`config.mk`:
```
export PLATFORM = sky130hd
export DESIGN_NAME = crg_top
export DESIGN_NICKNAME = d
export VERILOG_FILES = /design/src/crg_pkg.sv /design/src/crg_cmd_check.sv /design/src/crg_sync.sv /design/src/crg_top.sv
export VERILOG_INCLUDE_DIRS = /design/src
export SDC_FILE = /design/constraint.sdc
export NUM_CORES = 1
export LEC_CHECK = 0
export BUFFER_PORTS_ARGS = -buffer_cell sky130_fd_sc_hd__buf_2
export CORE_MARGIN = 2
export CORE_UTILIZATION = 35
export DETAILED_ROUTE_END_ITERATION = 7
export HOLD_SLACK_MARGIN = 0.03
export SYNTH_ARGS = -nofsm -noshare
export SYNTH_HDL_FRONTEND = slang
export SYNTH_SLANG_ARGS = --single-unit
```
`constraint.sdc`:
```
create_clock -name aclk -period 5.45 [get_ports aclk]
set_input_delay 1.09 -clock aclk [delete_from_list [all_inputs] [get_ports aclk]]
set_output_delay 1.09 -clock aclk [all_outputs]
set_load 0.02 [all_outputs]
```
`src/crg_consts.svh`:
```
/*
  Constants of the flash code read guard: protection word location and
  patterns, address bounds, register offsets and return codes.
  Assumes inclusion by bare name from every design file that needs them.
*/
`ifndef CRG_CONSTS_SVH
`define CRG_CONSTS_SVH

// ----------------------------------------
// Flash image
// ----------------------------------------
`define CRG_GUARD_OFFSET 32'h0000_02FC
`define CRG_PAT_PIN_OFF 32'h4E69_7370
`define CRG_PAT_PARTIAL 32'h1234_5678
`define CRG_PAT_MASS_ERASE 32'h8765_4321
`define CRG_PAT_LOCKOUT 32'h4321_8765
`define CRG_VEC_WORDS 4'h8

// ----------------------------------------
// Address bounds
// ----------------------------------------
`define CRG_RAM_WR_BOUND 32'h1000_0380
`define CRG_SECTOR_BYTES 32'h0000_0400
`define CRG_LAST_SECTOR 32'h0000_000F
`define CRG_PAGES_PER_SECTOR 32'h0000_0010
`define CRG_LAST_PAGE 32'h0000_00FF
`define CRG_STACK_TOP 32'h1000_03A8
`define CRG_STACK_BYTES 32'h0000_0280
`define CRG_WORK_BYTES 32'h0000_0004
`define CRG_RAM_END 32'h1000_0800

// ----------------------------------------
// Register offsets
// ----------------------------------------
`define CRG_REG_STATUS 8'h00
`define CRG_REG_CMD 8'h04
`define CRG_REG_ARG0 8'h08
`define CRG_REG_ARG1 8'h0C
`define CRG_REG_RESULT 8'h10
`define CRG_REG_MON 8'h14

// ----------------------------------------
// Return codes and bus responses
// ----------------------------------------
`define CRG_RC_SUCCESS 8'h00
`define CRG_RC_PROTECTED 8'h01
`define CRG_RESP_OKAY 2'h0
`define CRG_RESP_SLVERR 2'h2

`endif

```
`src/crg_pkg.sv`:
```
/*
  Types of the flash code read guard: levels, commands, scan states,
  state records and the level decoding functions.
  Assumes crg_consts.svh is on the include path.
*/
`include "crg_consts.svh"

package crg_pkg;

  // ----------------------------------------
  // Enumerations
  // ----------------------------------------
  typedef enum logic [2:0] {
    LVL_NONE = 3'b000,
    LVL_PIN_OFF = 3'b001,
    LVL_PARTIAL = 3'b010,
    LVL_MASS_ERASE = 3'b011,
    LVL_LOCKOUT = 3'b100
  } crg_level_t;

  typedef enum logic [3:0] {
    CMD_UNLOCK = 4'b0000,
    CMD_BAUD = 4'b0001,
    CMD_ECHO = 4'b0010,
    CMD_WR_RAM = 4'b0011,
    CMD_RD_MEM = 4'b0100,
    CMD_PREPARE = 4'b0101,
    CMD_COPY = 4'b0110,
    CMD_GO = 4'b0111,
    CMD_ERASE = 4'b1000,
    CMD_ERASE_PAGE = 4'b1001,
    CMD_BLANK = 4'b1010,
    CMD_PART_ID = 4'b1011,
    CMD_BOOT_VER = 4'b1100,
    CMD_COMPARE = 4'b1101,
    CMD_UID = 4'b1110,
    CMD_CRC = 4'b1111
  } crg_cmd_t;

  typedef enum logic [1:0] {
    SC_REQ = 2'b00,
    SC_WAIT = 2'b01,
    SC_DONE = 2'b10
  } crg_scan_t;

  // ----------------------------------------
  // State records
  // ----------------------------------------
  typedef struct packed {
    logic f1;
    logic f2;
    logic f3;
    logic level;
  } crg_sync_state_t;

  typedef struct packed {
    crg_scan_t scan;
    logic [3:0] idx;
    logic [31:0] sum;
    logic nonzero;
    crg_level_t level;
    logic code_valid;
    logic scan_done;
    logic rd_req;
    logic [31:0] rd_addr;
    logic aw_hold;
    logic [7:0] awaddr;
    logic w_hold;
    logic [31:0] wdata;
    logic [3:0] wstrb;
    logic awready;
    logic wready;
    logic bvalid;
    logic [1:0] bresp;
    logic arready;
    logic rvalid;
    logic [31:0] rdata;
    logic [1:0] rresp;
    crg_cmd_t cmd;
    logic application_flash_calls;
    logic [31:0] arg0;
    logic [31:0] arg1;
    logic chk_pend;
    logic res_done;
    logic res_allowed;
    logic [7:0] res_code;
    logic stk_ovf;
    logic work_viol;
    logic dbg_en;
    logic pin_en;
    logic isp_enter;
    logic flash_block;
  } crg_state_t;

  // ----------------------------------------
  // Level decoding
  // ----------------------------------------
  function automatic crg_level_t crg_decode(input logic [31:0] word);
    crg_level_t lvl;
    lvl = LVL_NONE;
    case (word)
      `CRG_PAT_PIN_OFF: lvl = LVL_PIN_OFF;
      `CRG_PAT_PARTIAL: lvl = LVL_PARTIAL;
      `CRG_PAT_MASS_ERASE: lvl = LVL_MASS_ERASE;
      `CRG_PAT_LOCKOUT: lvl = LVL_LOCKOUT;
      default: lvl = LVL_NONE;
    endcase
    return lvl;
  endfunction : crg_decode

  function automatic logic crg_debug_ok(input crg_level_t lvl);
    return (lvl == LVL_NONE) || (lvl == LVL_PIN_OFF);
  endfunction : crg_debug_ok

  function automatic logic crg_pin_ok(input crg_level_t lvl, input logic code_valid);
    return !((lvl == LVL_PIN_OFF) || ((lvl == LVL_LOCKOUT) && code_valid));
  endfunction : crg_pin_ok

endpackage : crg_pkg

```
`src/crg_cmd_check.sv`:
```
/*
  Combinational check of one serial boot command against the level.
  Assumes operands are stable for the cycle in which the result is taken.
*/
`include "crg_consts.svh"

module crg_cmd_check
  import crg_pkg::*;
#(
  parameter logic [31:0] LAST_SECTOR = `CRG_LAST_SECTOR,
  parameter logic [31:0] LAST_PAGE = `CRG_LAST_PAGE
) (
  input crg_level_t level,
  input crg_cmd_t cmd,
  input wire logic application_flash_calls,
  input wire logic [31:0] arg0,
  input wire logic [31:0] arg1,
  output logic allowed,
  output logic [7:0] code
);

  logic all_sectors;
  logic all_pages;

  // ----------------------------------------
  // Decision
  // ----------------------------------------
  always_comb begin
    all_sectors = (arg0 == 32'h0000_0000) && (arg1 >= LAST_SECTOR);
    all_pages = (arg0 == 32'h0000_0000) && (arg1 >= LAST_PAGE);
    allowed = 1'b1;
    if (!application_flash_calls) begin
      case (level)
        LVL_PARTIAL: begin
          case (cmd)
            CMD_WR_RAM: allowed = (arg0 >= `CRG_RAM_WR_BOUND);
            CMD_COPY: allowed = (arg0 >= `CRG_SECTOR_BYTES);
            CMD_ERASE: allowed = (arg0 != 32'h0000_0000) || all_sectors;
            CMD_ERASE_PAGE: allowed = (arg0 >= `CRG_PAGES_PER_SECTOR) || all_pages;
            CMD_RD_MEM, CMD_COMPARE, CMD_GO: allowed = 1'b0;
            default: allowed = 1'b1;
          endcase
        end
        LVL_MASS_ERASE: begin
          case (cmd)
            CMD_RD_MEM, CMD_WR_RAM, CMD_GO, CMD_COPY, CMD_COMPARE: allowed = 1'b0;
            CMD_ERASE: allowed = all_sectors;
            CMD_ERASE_PAGE: allowed = all_pages;
            default: allowed = 1'b1;
          endcase
        end
        default: allowed = 1'b1;
      endcase
    end
    code = allowed ? `CRG_RC_SUCCESS : `CRG_RC_PROTECTED;
  end

endmodule : crg_cmd_check

```
`src/crg_sync.sv`:
```
/*
  Three-stage synchroniser for one pin input with agreement filter.
  Assumes the input is asynchronous to aclk.
*/
`include "crg_consts.svh"

module crg_sync
  import crg_pkg::*;
#(
  parameter logic RESET_VAL = 1'b1
) (
  input wire logic aclk,
  input wire logic aresetn,
  input wire logic pin,
  output logic level
);

  crg_sync_state_t s;
  crg_sync_state_t next_s;

  // ----------------------------------------
  // Filter
  // ----------------------------------------
  // First stage is read only by the second
  always_comb begin
    next_s = s;
    next_s.f1 = pin;
    next_s.f2 = s.f1;
    next_s.f3 = s.f2;
    if (s.f2 == s.f3) begin
      next_s.level = s.f3;
    end
  end

  always_ff @(posedge aclk) begin
    if (!aresetn) begin
      s <= {RESET_VAL, RESET_VAL, RESET_VAL, RESET_VAL};
    end else begin
      s <= next_s;
    end
  end

  assign level = s.level;

endmodule : crg_sync

```
`src/crg_top.sv`:
```
/*
  Flash code read guard: power-up scan of the protection word and the
  vector table, level policy outputs, command checking over AXI4-Lite,
  stack and work-RAM monitors, and the fetch block during programming.
  Assumes a same-clock flash read port that answers each request with a
  one-cycle flash_rd_valid, and that aresetn is asserted only at power-up.
*/
`include "crg_consts.svh"

module crg_top
  import crg_pkg::*;
#(
  parameter logic [31:0] RAM_END = `CRG_RAM_END,
  parameter logic [31:0] LAST_SECTOR = `CRG_LAST_SECTOR
) (
  input wire logic aclk,
  input wire logic aresetn,
  input wire logic [7:0] s_axi_awaddr,
  input wire logic s_axi_awvalid,
  output logic s_axi_awready,
  input wire logic [31:0] s_axi_wdata,
  input wire logic [3:0] s_axi_wstrb,
  input wire logic s_axi_wvalid,
  output logic s_axi_wready,
  output logic [1:0] s_axi_bresp,
  output logic s_axi_bvalid,
  input wire logic s_axi_bready,
  input wire logic [7:0] s_axi_araddr,
  input wire logic s_axi_arvalid,
  output logic s_axi_arready,
  output logic [31:0] s_axi_rdata,
  output logic [1:0] s_axi_rresp,
  output logic s_axi_rvalid,
  input wire logic s_axi_rready,
  output logic flash_rd_req,
  output logic [31:0] flash_rd_addr,
  input wire logic [31:0] flash_rd_data,
  input wire logic flash_rd_valid,
  input wire logic flash_busy,
  input wire logic entry_pin_n,
  input wire logic [31:0] isp_sp,
  input wire logic isp_sp_valid,
  input wire logic [31:0] work_wr_addr,
  input wire logic work_wr_valid,
  output logic debug_enable,
  output logic entry_pin_sample_enable,
  output logic enter_serial_boot,
  output logic flash_access_block
);

  crg_state_t s;
  crg_state_t next_s;
  logic pin_level;
  logic chk_allowed;
  logic [7:0] chk_code;
  logic [31:0] rd_word;
  logic rd_hit;

  // ----------------------------------------
  // Helpers
  // ----------------------------------------
  function automatic logic [31:0] apply_strb(input logic [31:0] old, input logic [31:0] data,
                                              input logic [3:0] strb);
    logic [31:0] r;
    r = old;
    for (int i = 0; i < 4; i++) begin
      if (strb[i]) begin
        r[i*8 +: 8] = data[i*8 +: 8];
      end
    end
    return r;
  endfunction : apply_strb

  crg_sync #(
    .RESET_VAL(1'b1)
  ) u_pin_sync (
    .aclk(aclk),
    .aresetn(aresetn),
    .pin(entry_pin_n),
    .level(pin_level)
  );

  crg_cmd_check #(
    .LAST_SECTOR(LAST_SECTOR),
    .LAST_PAGE(`CRG_LAST_PAGE)
  ) u_check (
    .level(s.level),
    .cmd(s.cmd),
    .application_flash_calls(s.application_flash_calls),
    .arg0(s.arg0),
    .arg1(s.arg1),
    .allowed(chk_allowed),
    .code(chk_code)
  );

  // ----------------------------------------
  // Read decode
  // ----------------------------------------
  always_comb begin
    rd_hit = 1'b1;
    rd_word = 32'h0000_0000;
    case (s_axi_araddr)
      `CRG_REG_STATUS: rd_word = {26'h000_0000, s.dbg_en, s.scan_done, s.code_valid, s.level};
      `CRG_REG_CMD: rd_word = {27'h000_0000, s.application_flash_calls, s.cmd};
      `CRG_REG_ARG0: rd_word = s.arg0;
      `CRG_REG_ARG1: rd_word = s.arg1;
      `CRG_REG_RESULT: rd_word = {16'h0000, s.res_code, 6'h00, s.res_allowed, s.res_done};
      `CRG_REG_MON: rd_word = {30'h0000_0000, s.work_viol, s.stk_ovf};
      default: rd_hit = 1'b0;
    endcase
  end

  // ----------------------------------------
  // Next state
  // ----------------------------------------
  always_comb begin
    next_s = s;
    case (s.scan)
      SC_REQ: begin
        next_s.rd_req = 1'b1;
        next_s.rd_addr = (s.idx == `CRG_VEC_WORDS) ? `CRG_GUARD_OFFSET : {26'h000_0000, s.idx, 2'b00};
        next_s.scan = SC_WAIT;
      end
      SC_WAIT: begin
        if (flash_rd_valid) begin
          next_s.rd_req = 1'b0;
          if (s.idx == `CRG_VEC_WORDS) begin
            next_s.level = crg_decode(flash_rd_data);
            next_s.code_valid = (s.sum == 32'h0000_0000) && s.nonzero;
            next_s.scan_done = 1'b1;
            next_s.scan = SC_DONE;
          end else begin
            next_s.sum = s.sum + flash_rd_data;
            next_s.nonzero = s.nonzero | (flash_rd_data != 32'h0000_0000);
            next_s.idx = s.idx + 4'h1;
            next_s.scan = SC_REQ;
          end
        end
      end
      SC_DONE: next_s.scan = SC_DONE;
      default: next_s.scan = SC_DONE;
    endcase

    // Policy stays closed until the scan ends
    // Debug kept only at LVL_NONE and LVL_PIN_OFF
    next_s.dbg_en = next_s.scan_done && crg_debug_ok(next_s.level);
    next_s.pin_en = next_s.scan_done && crg_pin_ok(next_s.level, next_s.code_valid);
    next_s.isp_enter = next_s.scan_done && (!next_s.code_valid || (next_s.pin_en && !pin_level));
    next_s.flash_block = flash_busy;

    // Check result one cycle after a command write
    if (s.chk_pend) begin
      next_s.chk_pend = 1'b0;
      next_s.res_done = 1'b1;
      next_s.res_allowed = chk_allowed;
      next_s.res_code = chk_code;
    end

    // Write channel
    if (s.bvalid && s_axi_bready) begin
      next_s.bvalid = 1'b0;
    end
    if (s_axi_awvalid && s.awready) begin
      next_s.aw_hold = 1'b1;
      next_s.awaddr = s_axi_awaddr;
    end
    if (s_axi_wvalid && s.wready) begin
      next_s.w_hold = 1'b1;
      next_s.wdata = s_axi_wdata;
      next_s.wstrb = s_axi_wstrb;
    end
    if (s.aw_hold && s.w_hold && !s.bvalid) begin
      next_s.aw_hold = 1'b0;
      next_s.w_hold = 1'b0;
      next_s.bvalid = 1'b1;
      next_s.bresp = `CRG_RESP_OKAY;
      case (s.awaddr)
        `CRG_REG_CMD: begin
          if (s.wstrb[0]) begin
            next_s.cmd = crg_cmd_t'(s.wdata[3:0]);
            next_s.application_flash_calls = s.wdata[4];
            next_s.chk_pend = 1'b1;
            next_s.res_done = 1'b0;
          end
        end
        `CRG_REG_ARG0: next_s.arg0 = apply_strb(s.arg0, s.wdata, s.wstrb);
        `CRG_REG_ARG1: next_s.arg1 = apply_strb(s.arg1, s.wdata, s.wstrb);
        `CRG_REG_MON: begin
          if (s.wstrb[0]) begin
            next_s.stk_ovf = s.stk_ovf & ~s.wdata[0];
            next_s.work_viol = s.work_viol & ~s.wdata[1];
          end
        end
        `CRG_REG_STATUS, `CRG_REG_RESULT: next_s.bresp = `CRG_RESP_OKAY;
        default: next_s.bresp = `CRG_RESP_SLVERR;
      endcase
    end
    next_s.awready = !next_s.aw_hold;
    next_s.wready = !next_s.w_hold;

    // Read channel
    if (s.rvalid && s_axi_rready) begin
      next_s.rvalid = 1'b0;
    end
    if (s_axi_arvalid && s.arready) begin
      next_s.rvalid = 1'b1;
      next_s.rdata = rd_word;
      next_s.rresp = rd_hit ? `CRG_RESP_OKAY : `CRG_RESP_SLVERR;
    end
    next_s.arready = !next_s.rvalid;

    // Monitors set after the clear, so the set wins
    // Stack window check
    if (isp_sp_valid && ((isp_sp > `CRG_STACK_TOP) || (isp_sp < (`CRG_STACK_TOP - `CRG_STACK_BYTES)))) begin
      next_s.stk_ovf = 1'b1;
    end
    if (work_wr_valid && ((work_wr_addr < (RAM_END - `CRG_WORK_BYTES)) || (work_wr_addr >= RAM_END))) begin
      next_s.work_viol = 1'b1;
    end
  end

  always_ff @(posedge aclk) begin
    if (!aresetn) begin
      s <= '0;
    end else begin
      s <= next_s;
    end
  end

  // ----------------------------------------
  // Outputs
  // ----------------------------------------
  assign s_axi_awready = s.awready;
  assign s_axi_wready = s.wready;
  assign s_axi_bvalid = s.bvalid;
  assign s_axi_bresp = s.bresp;
  assign s_axi_arready = s.arready;
  assign s_axi_rvalid = s.rvalid;
  assign s_axi_rdata = s.rdata;
  assign s_axi_rresp = s.rresp;
  assign flash_rd_req = s.rd_req;
  assign flash_rd_addr = s.rd_addr;
  assign debug_enable = s.dbg_en;
  assign entry_pin_sample_enable = s.pin_en;
  assign enter_serial_boot = s.isp_enter;
  assign flash_access_block = s.flash_block;
endmodule : crg_top

```
**Word-level counts from Yosys, hierarchy flattened**

Cells that the tools add are included.

- Bits in registers: 254
- Logic and storage cells: 191

- $add $sub $neg: 2
- $lt $le $gt $ge: 9
- Equality and inequality tests: 29
- Multiplexer cells: 35
- Bitwise gates (word level): 6
- Reduce and logical (&&, ||, !) cells: 64

Operators with widths:

| kind | count |
|---|---|
| 32-bit case mux with 6 select lines | 1 |
| 37-bit two-way mux | 2 |
| 32-bit by 31-bit == test with 1-bit output (second input constant) | 2 |
| 32-bit by 29-bit greater-or-equal comparator with 1-bit output (second input constant) | 2 |
| 32-bit zero test | 2 |
| 32-bit by 29-bit less-than comparator with 1-bit output (second input constant) | 2 |
| 32-bit nonzero test | 2 |
| 45-bit two-way mux | 1 |
| 3-bit AND reduction | 12 |
| 35-bit two-way mux | 1 |
| 32-bit adder | 1 |
| 32-bit by 29-bit == test with 1-bit output (second input constant) | 1 |
| 32-bit == test (second input constant) | 1 |
| 8-bit by 4-bit == test with 1-bit output (second input constant) | 4 |
| 8-bit by 5-bit == test with 1-bit output (second input constant) | 4 |
| 32-bit by 11-bit greater-or-equal comparator with 1-bit output (second input constant) | 1 |
| 32-bit by 4-bit greater-or-equal comparator with 1-bit output (second input constant) | 1 |
| 32-bit by 5-bit greater-or-equal comparator with 1-bit output (second input constant) | 1 |
| 32-bit by 8-bit greater-or-equal comparator with 1-bit output (second input constant) | 1 |
| 32-bit by 29-bit greater-than comparator with 1-bit output (second input constant) | 1 |
| 10-bit two-way mux | 2 |
| 2-bit two-way mux | 9 |
| 1-bit logical AND | 17 |
| 4-bit == test (second input constant) | 4 |
| 32 further kinds | 70 |

**Depth between registers and ports, before layout**

- Depth in word-level cells: 13
- Gate-level depth with buffers: 11
- Depth with buffers taken out: 11

**Cells and area by module**

From an unflattened synthesis, not the netlist that was laid out.

- Cells, all modules: 1453
- Area, all modules: 11436.0 µm²

Modules (own cells, without submodules):

| module | instances | cells an instance | area an instance (µm²) |
|---|---|---|---|
| crg_top | 1 | 1379 | 10918.0 |
| crg_cmd_check | 1 | 64 | 405.4 |
| crg_sync | 1 | 10 | 112.6 |

**Worst setup path after synthesis**

No wires, ideal clock.

- Kind: in2reg
- From: in flash_rd_data[0]
- To: reg s[242] (netlist bit)
- Library setup time: 62 ps
- Arrival time: 3436 ps
- Setup slack: 1952 ps
- Cell stages on the path: 11
- Buffers on the path: 0
- Cells stage by stage: ha_1 inv_1 fa_1 and2b_1 o2111ai_1 a2111oi_2 nor4b_1 o31ai_2 a41oi_1 or3_1 nand3_1

- Word-level cells in the longest chain between the ends: 1

Ends and longest elaborated chain:

| item | line | source |
|---|---|---|
| from (decl) | crg_top.sv:37 | `input wire logic [31:0] flash_rd_data,` |
| 32-bit adder | crg_top.sv:133 | `next_s.sum = s.sum + flash_rd_data;` |
| to (signal assigned) | crg_top.sv:226 | `s <= next_s;` |
| to (decl) | crg_top.sv:51 | `crg_state_t s;` |

No other way between the ends.
A chain may end at the register's enable or synchronous reset.

**Final worst setup path**

Same ends and word-level chain as after synthesis.

==> flow_summary_export.csv <==
group,metric,value,unit
global_routing,grt.busiest_layer,"met2",
floorplan,core-area,0.03131,sq mm
placed_design,place_area,0.01204,sq mm
cts,tritoncts,"done",
layout,seq_area,0.004364,sq mm
synthesis,synth_compound_area_share,17.60,%
global_routing,grt_use_met1,26.36,%
synthesis,synth-main-ff-cell,"dfxtp_1",
global_routing,grt_pass1_wl,50960,um
layout,multiInputGateArea,0.005982,sq mm
timing,fin_ws,1.904,ns
floorplan,pin_count,238,
cts,ctsResizeCount,0,
detailed_routing,wl,31800,um
timing,maxSlewViolCount,0,
floorplan,die_h,181.8,um
cts,cts-buffers-inserted,27,
job,drv_cap,0,
power,p_int,2.909,mW
timing,max_freq,0.2820,GHz
timing,rsz0062_at_grt,"no",
timing,min_period_over_period,65.06,%
global_routing,grt_start_max_net_pins,143,
floorplan,die_x,181.8,um
layout,diodes,0,
placed_design,portBuffers,208,
floorplan,rows,65,
synthesis,synthMuxAreaShare,5.510,%
floorplan,die_area,0.03304,sq mm
power,p_sw_share,25.60,%
detailed_routing,drtAntennaViolNets,0,
power,leakagePower,5.553,nW
synthesis,synth_cell_types,69,
power,combPwrFrac,11.1,%
timing,finClkSkew,0.007717,ns
placed_design,dpl.cell_count,1883,
floorplan,initial_core_util,35.32,%
cts,postCtsHoldBufs,0,
cts,post_cts_buffers,0,
layout,fin_cells,1930,
setup_path,critPathMaxFanout,3,
placed_design,hpwlAfterDp,23100,um
setup_path,worstPathRequired,5.92,ns
cts,clk_latency,0.53,ns
synthesis,synthAdderAreaFrac,3.914,%
layout,area_growth,16.96,%
cts,cts_root_buf,"clkbuf_16",
placed_design,gp_congestion,0.9597,
power,p_seq_share,43.0,%
layout,layout.cells.most_common_list,"dfxtp_1, buf_2, nand2_1",
synthesis,synth_xor_area_share,1.980,%
layout,final_area,0.01293,sq mm
global_routing,use_met2,30.07,%
synthesis,yosys_register_bits,218,
run_status,status,"finished, final reports clean",
layout,final_common_cell,"dfxtp_1",
power,netSwitchingPower,1.001,mW
detailed_routing,drcViolationCount,0,
setup_path,startpoint_type,"input port",
timing,fin_crit,3.546,ns
placed_design,post-place-ws,1.421,ns
detailed_routing,dr.first_iter.drc_count,622,
setup_path,critPathArrivalTime,4.01,ns
setup_path,crit_type,"in2reg",
layout,fill_cells,3215,
timing,hold_violations,0,
synthesis,synth_top_family_by_area,"simple AND/OR/NAND/NOR gates",
detailed_routing,viasPerCell,5.255,
detailed_routing,first_pass_iters,5,
synthesis,synth_edf_count,0,
synthesis,yosysWarnings,0,
cts,cts.path.max_buffers,3,
global_routing,antenna_found_initial,1,
setup_path,cp-end-kind,"flop",
cts,clk_pin_slew,0.06,ns
synthesis,avgSynthCellArea,8.049,sq um
layout,final_nets,1704,
timing,relSlewSlack,33.65,%
timing,setup_tns,0,ns
global_routing,overflow,0,
synthesis,syn_inst,1374,
timing,worstMarginPinSlew,0.9952,ns
power,power,3.910,mW
synthesis,async_reset_ff_share,0,%
detailed_routing,vias,10140,
min_path,hold_class,"reg2reg",
layout,drive_gt1_share,18.19,%
synthesis,syn_area,0.01106,sq mm
synthesis,yosysSeqAreaShare,39.46,%
power,power_frac_clock,45.9,%
timing,setup_viol,0,
cts,htreeDepth,1,
cts,cts_sinks,218,
power,p_per_area,302.3,mW/mm^2
power,vdd_drop_max,0.2072,mV
synthesis,synth_simple_gate_area_share,24.02,%
detailed_routing,wl_per_cell,16.48,um
global_routing,track_usage,18.84,%
global_routing,grtUsageMet3,3.450,%
global_routing,grt_pass1_vias,9634,
-- registers in the layout, indices dropped and copies added (netlist names), 2 cells and up --
register           cells
s_axi_rdata           32
u_pin_sync.next_s      2
flash_rd_addr          5
s                    165
-- cells in the mapped netlist, types with 14 or more instances --
cell type,number,area (sq um)
clkbuf_1,65,244.0
nor2_1,157,589.3
a21oi_1,161,805.8
nand2b_1,14,87.58
mux2i_1,53,530.5
buf_4,68,510.5
nor4_1,36,225.2
a31oi_1,18,112.6
nand2_1,188,705.7
nand4_1,17,106.4
inv_1,15,56.30
o21ai_0,40,200.2
nor3_1,18,90.09
a22oi_1,34,255.2
nand3_1,56,280.3
dfxtp_1,218,4364
ha_1,33,412.9
a21o_1,18,135.1
-- routing by layer --
metal	part of all wire, %	vias to the layer above
met4	1.9	2
met2	44	292
met3	6.2	44
li1	-	5077
met5	0.041	-
met1	48	4727
-- worst max-delay path, stage by stage --
cell,delay [ns]
buf_2,0.10
ha_1,0.20
inv_1,0.07
fa_1,0.40
and2b_1,0.23
o2111ai_1,0.21
a2111oi_2,0.50
nor4b_1,0.15
o31ai_2,0.44
a41oi_1,0.18
or3_1,0.36
nand3_1,0.08
-- logic make-up (layout without fill, tap and decap cells) --
group | after synthesis | count (layout)
and+or+nand+nor | 564 | 564
xor gates and xnor gates | 25 | 25
AOI/OAI and AO/OA | 323 | 323
DFF | 218 | 218
adders and majority gates | 34 | 34
buffers and inverters | 152 | 280
other | 1 | 27
muxes | 57 | 57
-- layout make-up --
type | instances | share of cell area (%)
repair buffers | 218 | 8.725
inverters | 15 | 0.4740
well taps | 402 | 3.889
clock buffers | 34 | 5.736
flip-flops and latches | 218 | 33.74
multi-input cells | 1030 | 46.25
clock inverters | 13 | 1.190
-- per-stage QoR --
step	utilization [%]	hold slack, ns
after floorplan	-	0.3863
after global routing	41.31	0.4391
after global placement	38.45	0.3889
after detailed placement	38.45	0.3940
final	41.31	0.4125
after CTS	41.31	0.4173
-- power groups by stage --
stage | Combinational, mW | Sequential (mW) | Clock (mW)
6_report | 0.435 | 1.68 | 1.79
5_1_grt | 0.487 | 1.69 | 1.91
4_1_cts | 0.434 | 1.68 | 1.85
3_5_place_dp | 0.432 | 1.72 | 0
3_3_place_gp | 0.428 | 1.71 | 0
2_1_floorplan | 0.305 | 1.70 | 0
-- path summary, 6_finish.rpt --
check                             from                   end  slack, ns  cells after the start
setup / recovery      flash_rd_data[0]                s[242]       1.90                     12
hold reg to reg   u_pin_sync.next_s[2]  u_pin_sync.next_s[1]       0.41                      1
hold / removal    u_pin_sync.next_s[2]  u_pin_sync.next_s[1]       0.41                      1
setup reg to reg                s[212]                s[242]       2.19                     11
Power figures use the tool's default switching activity.
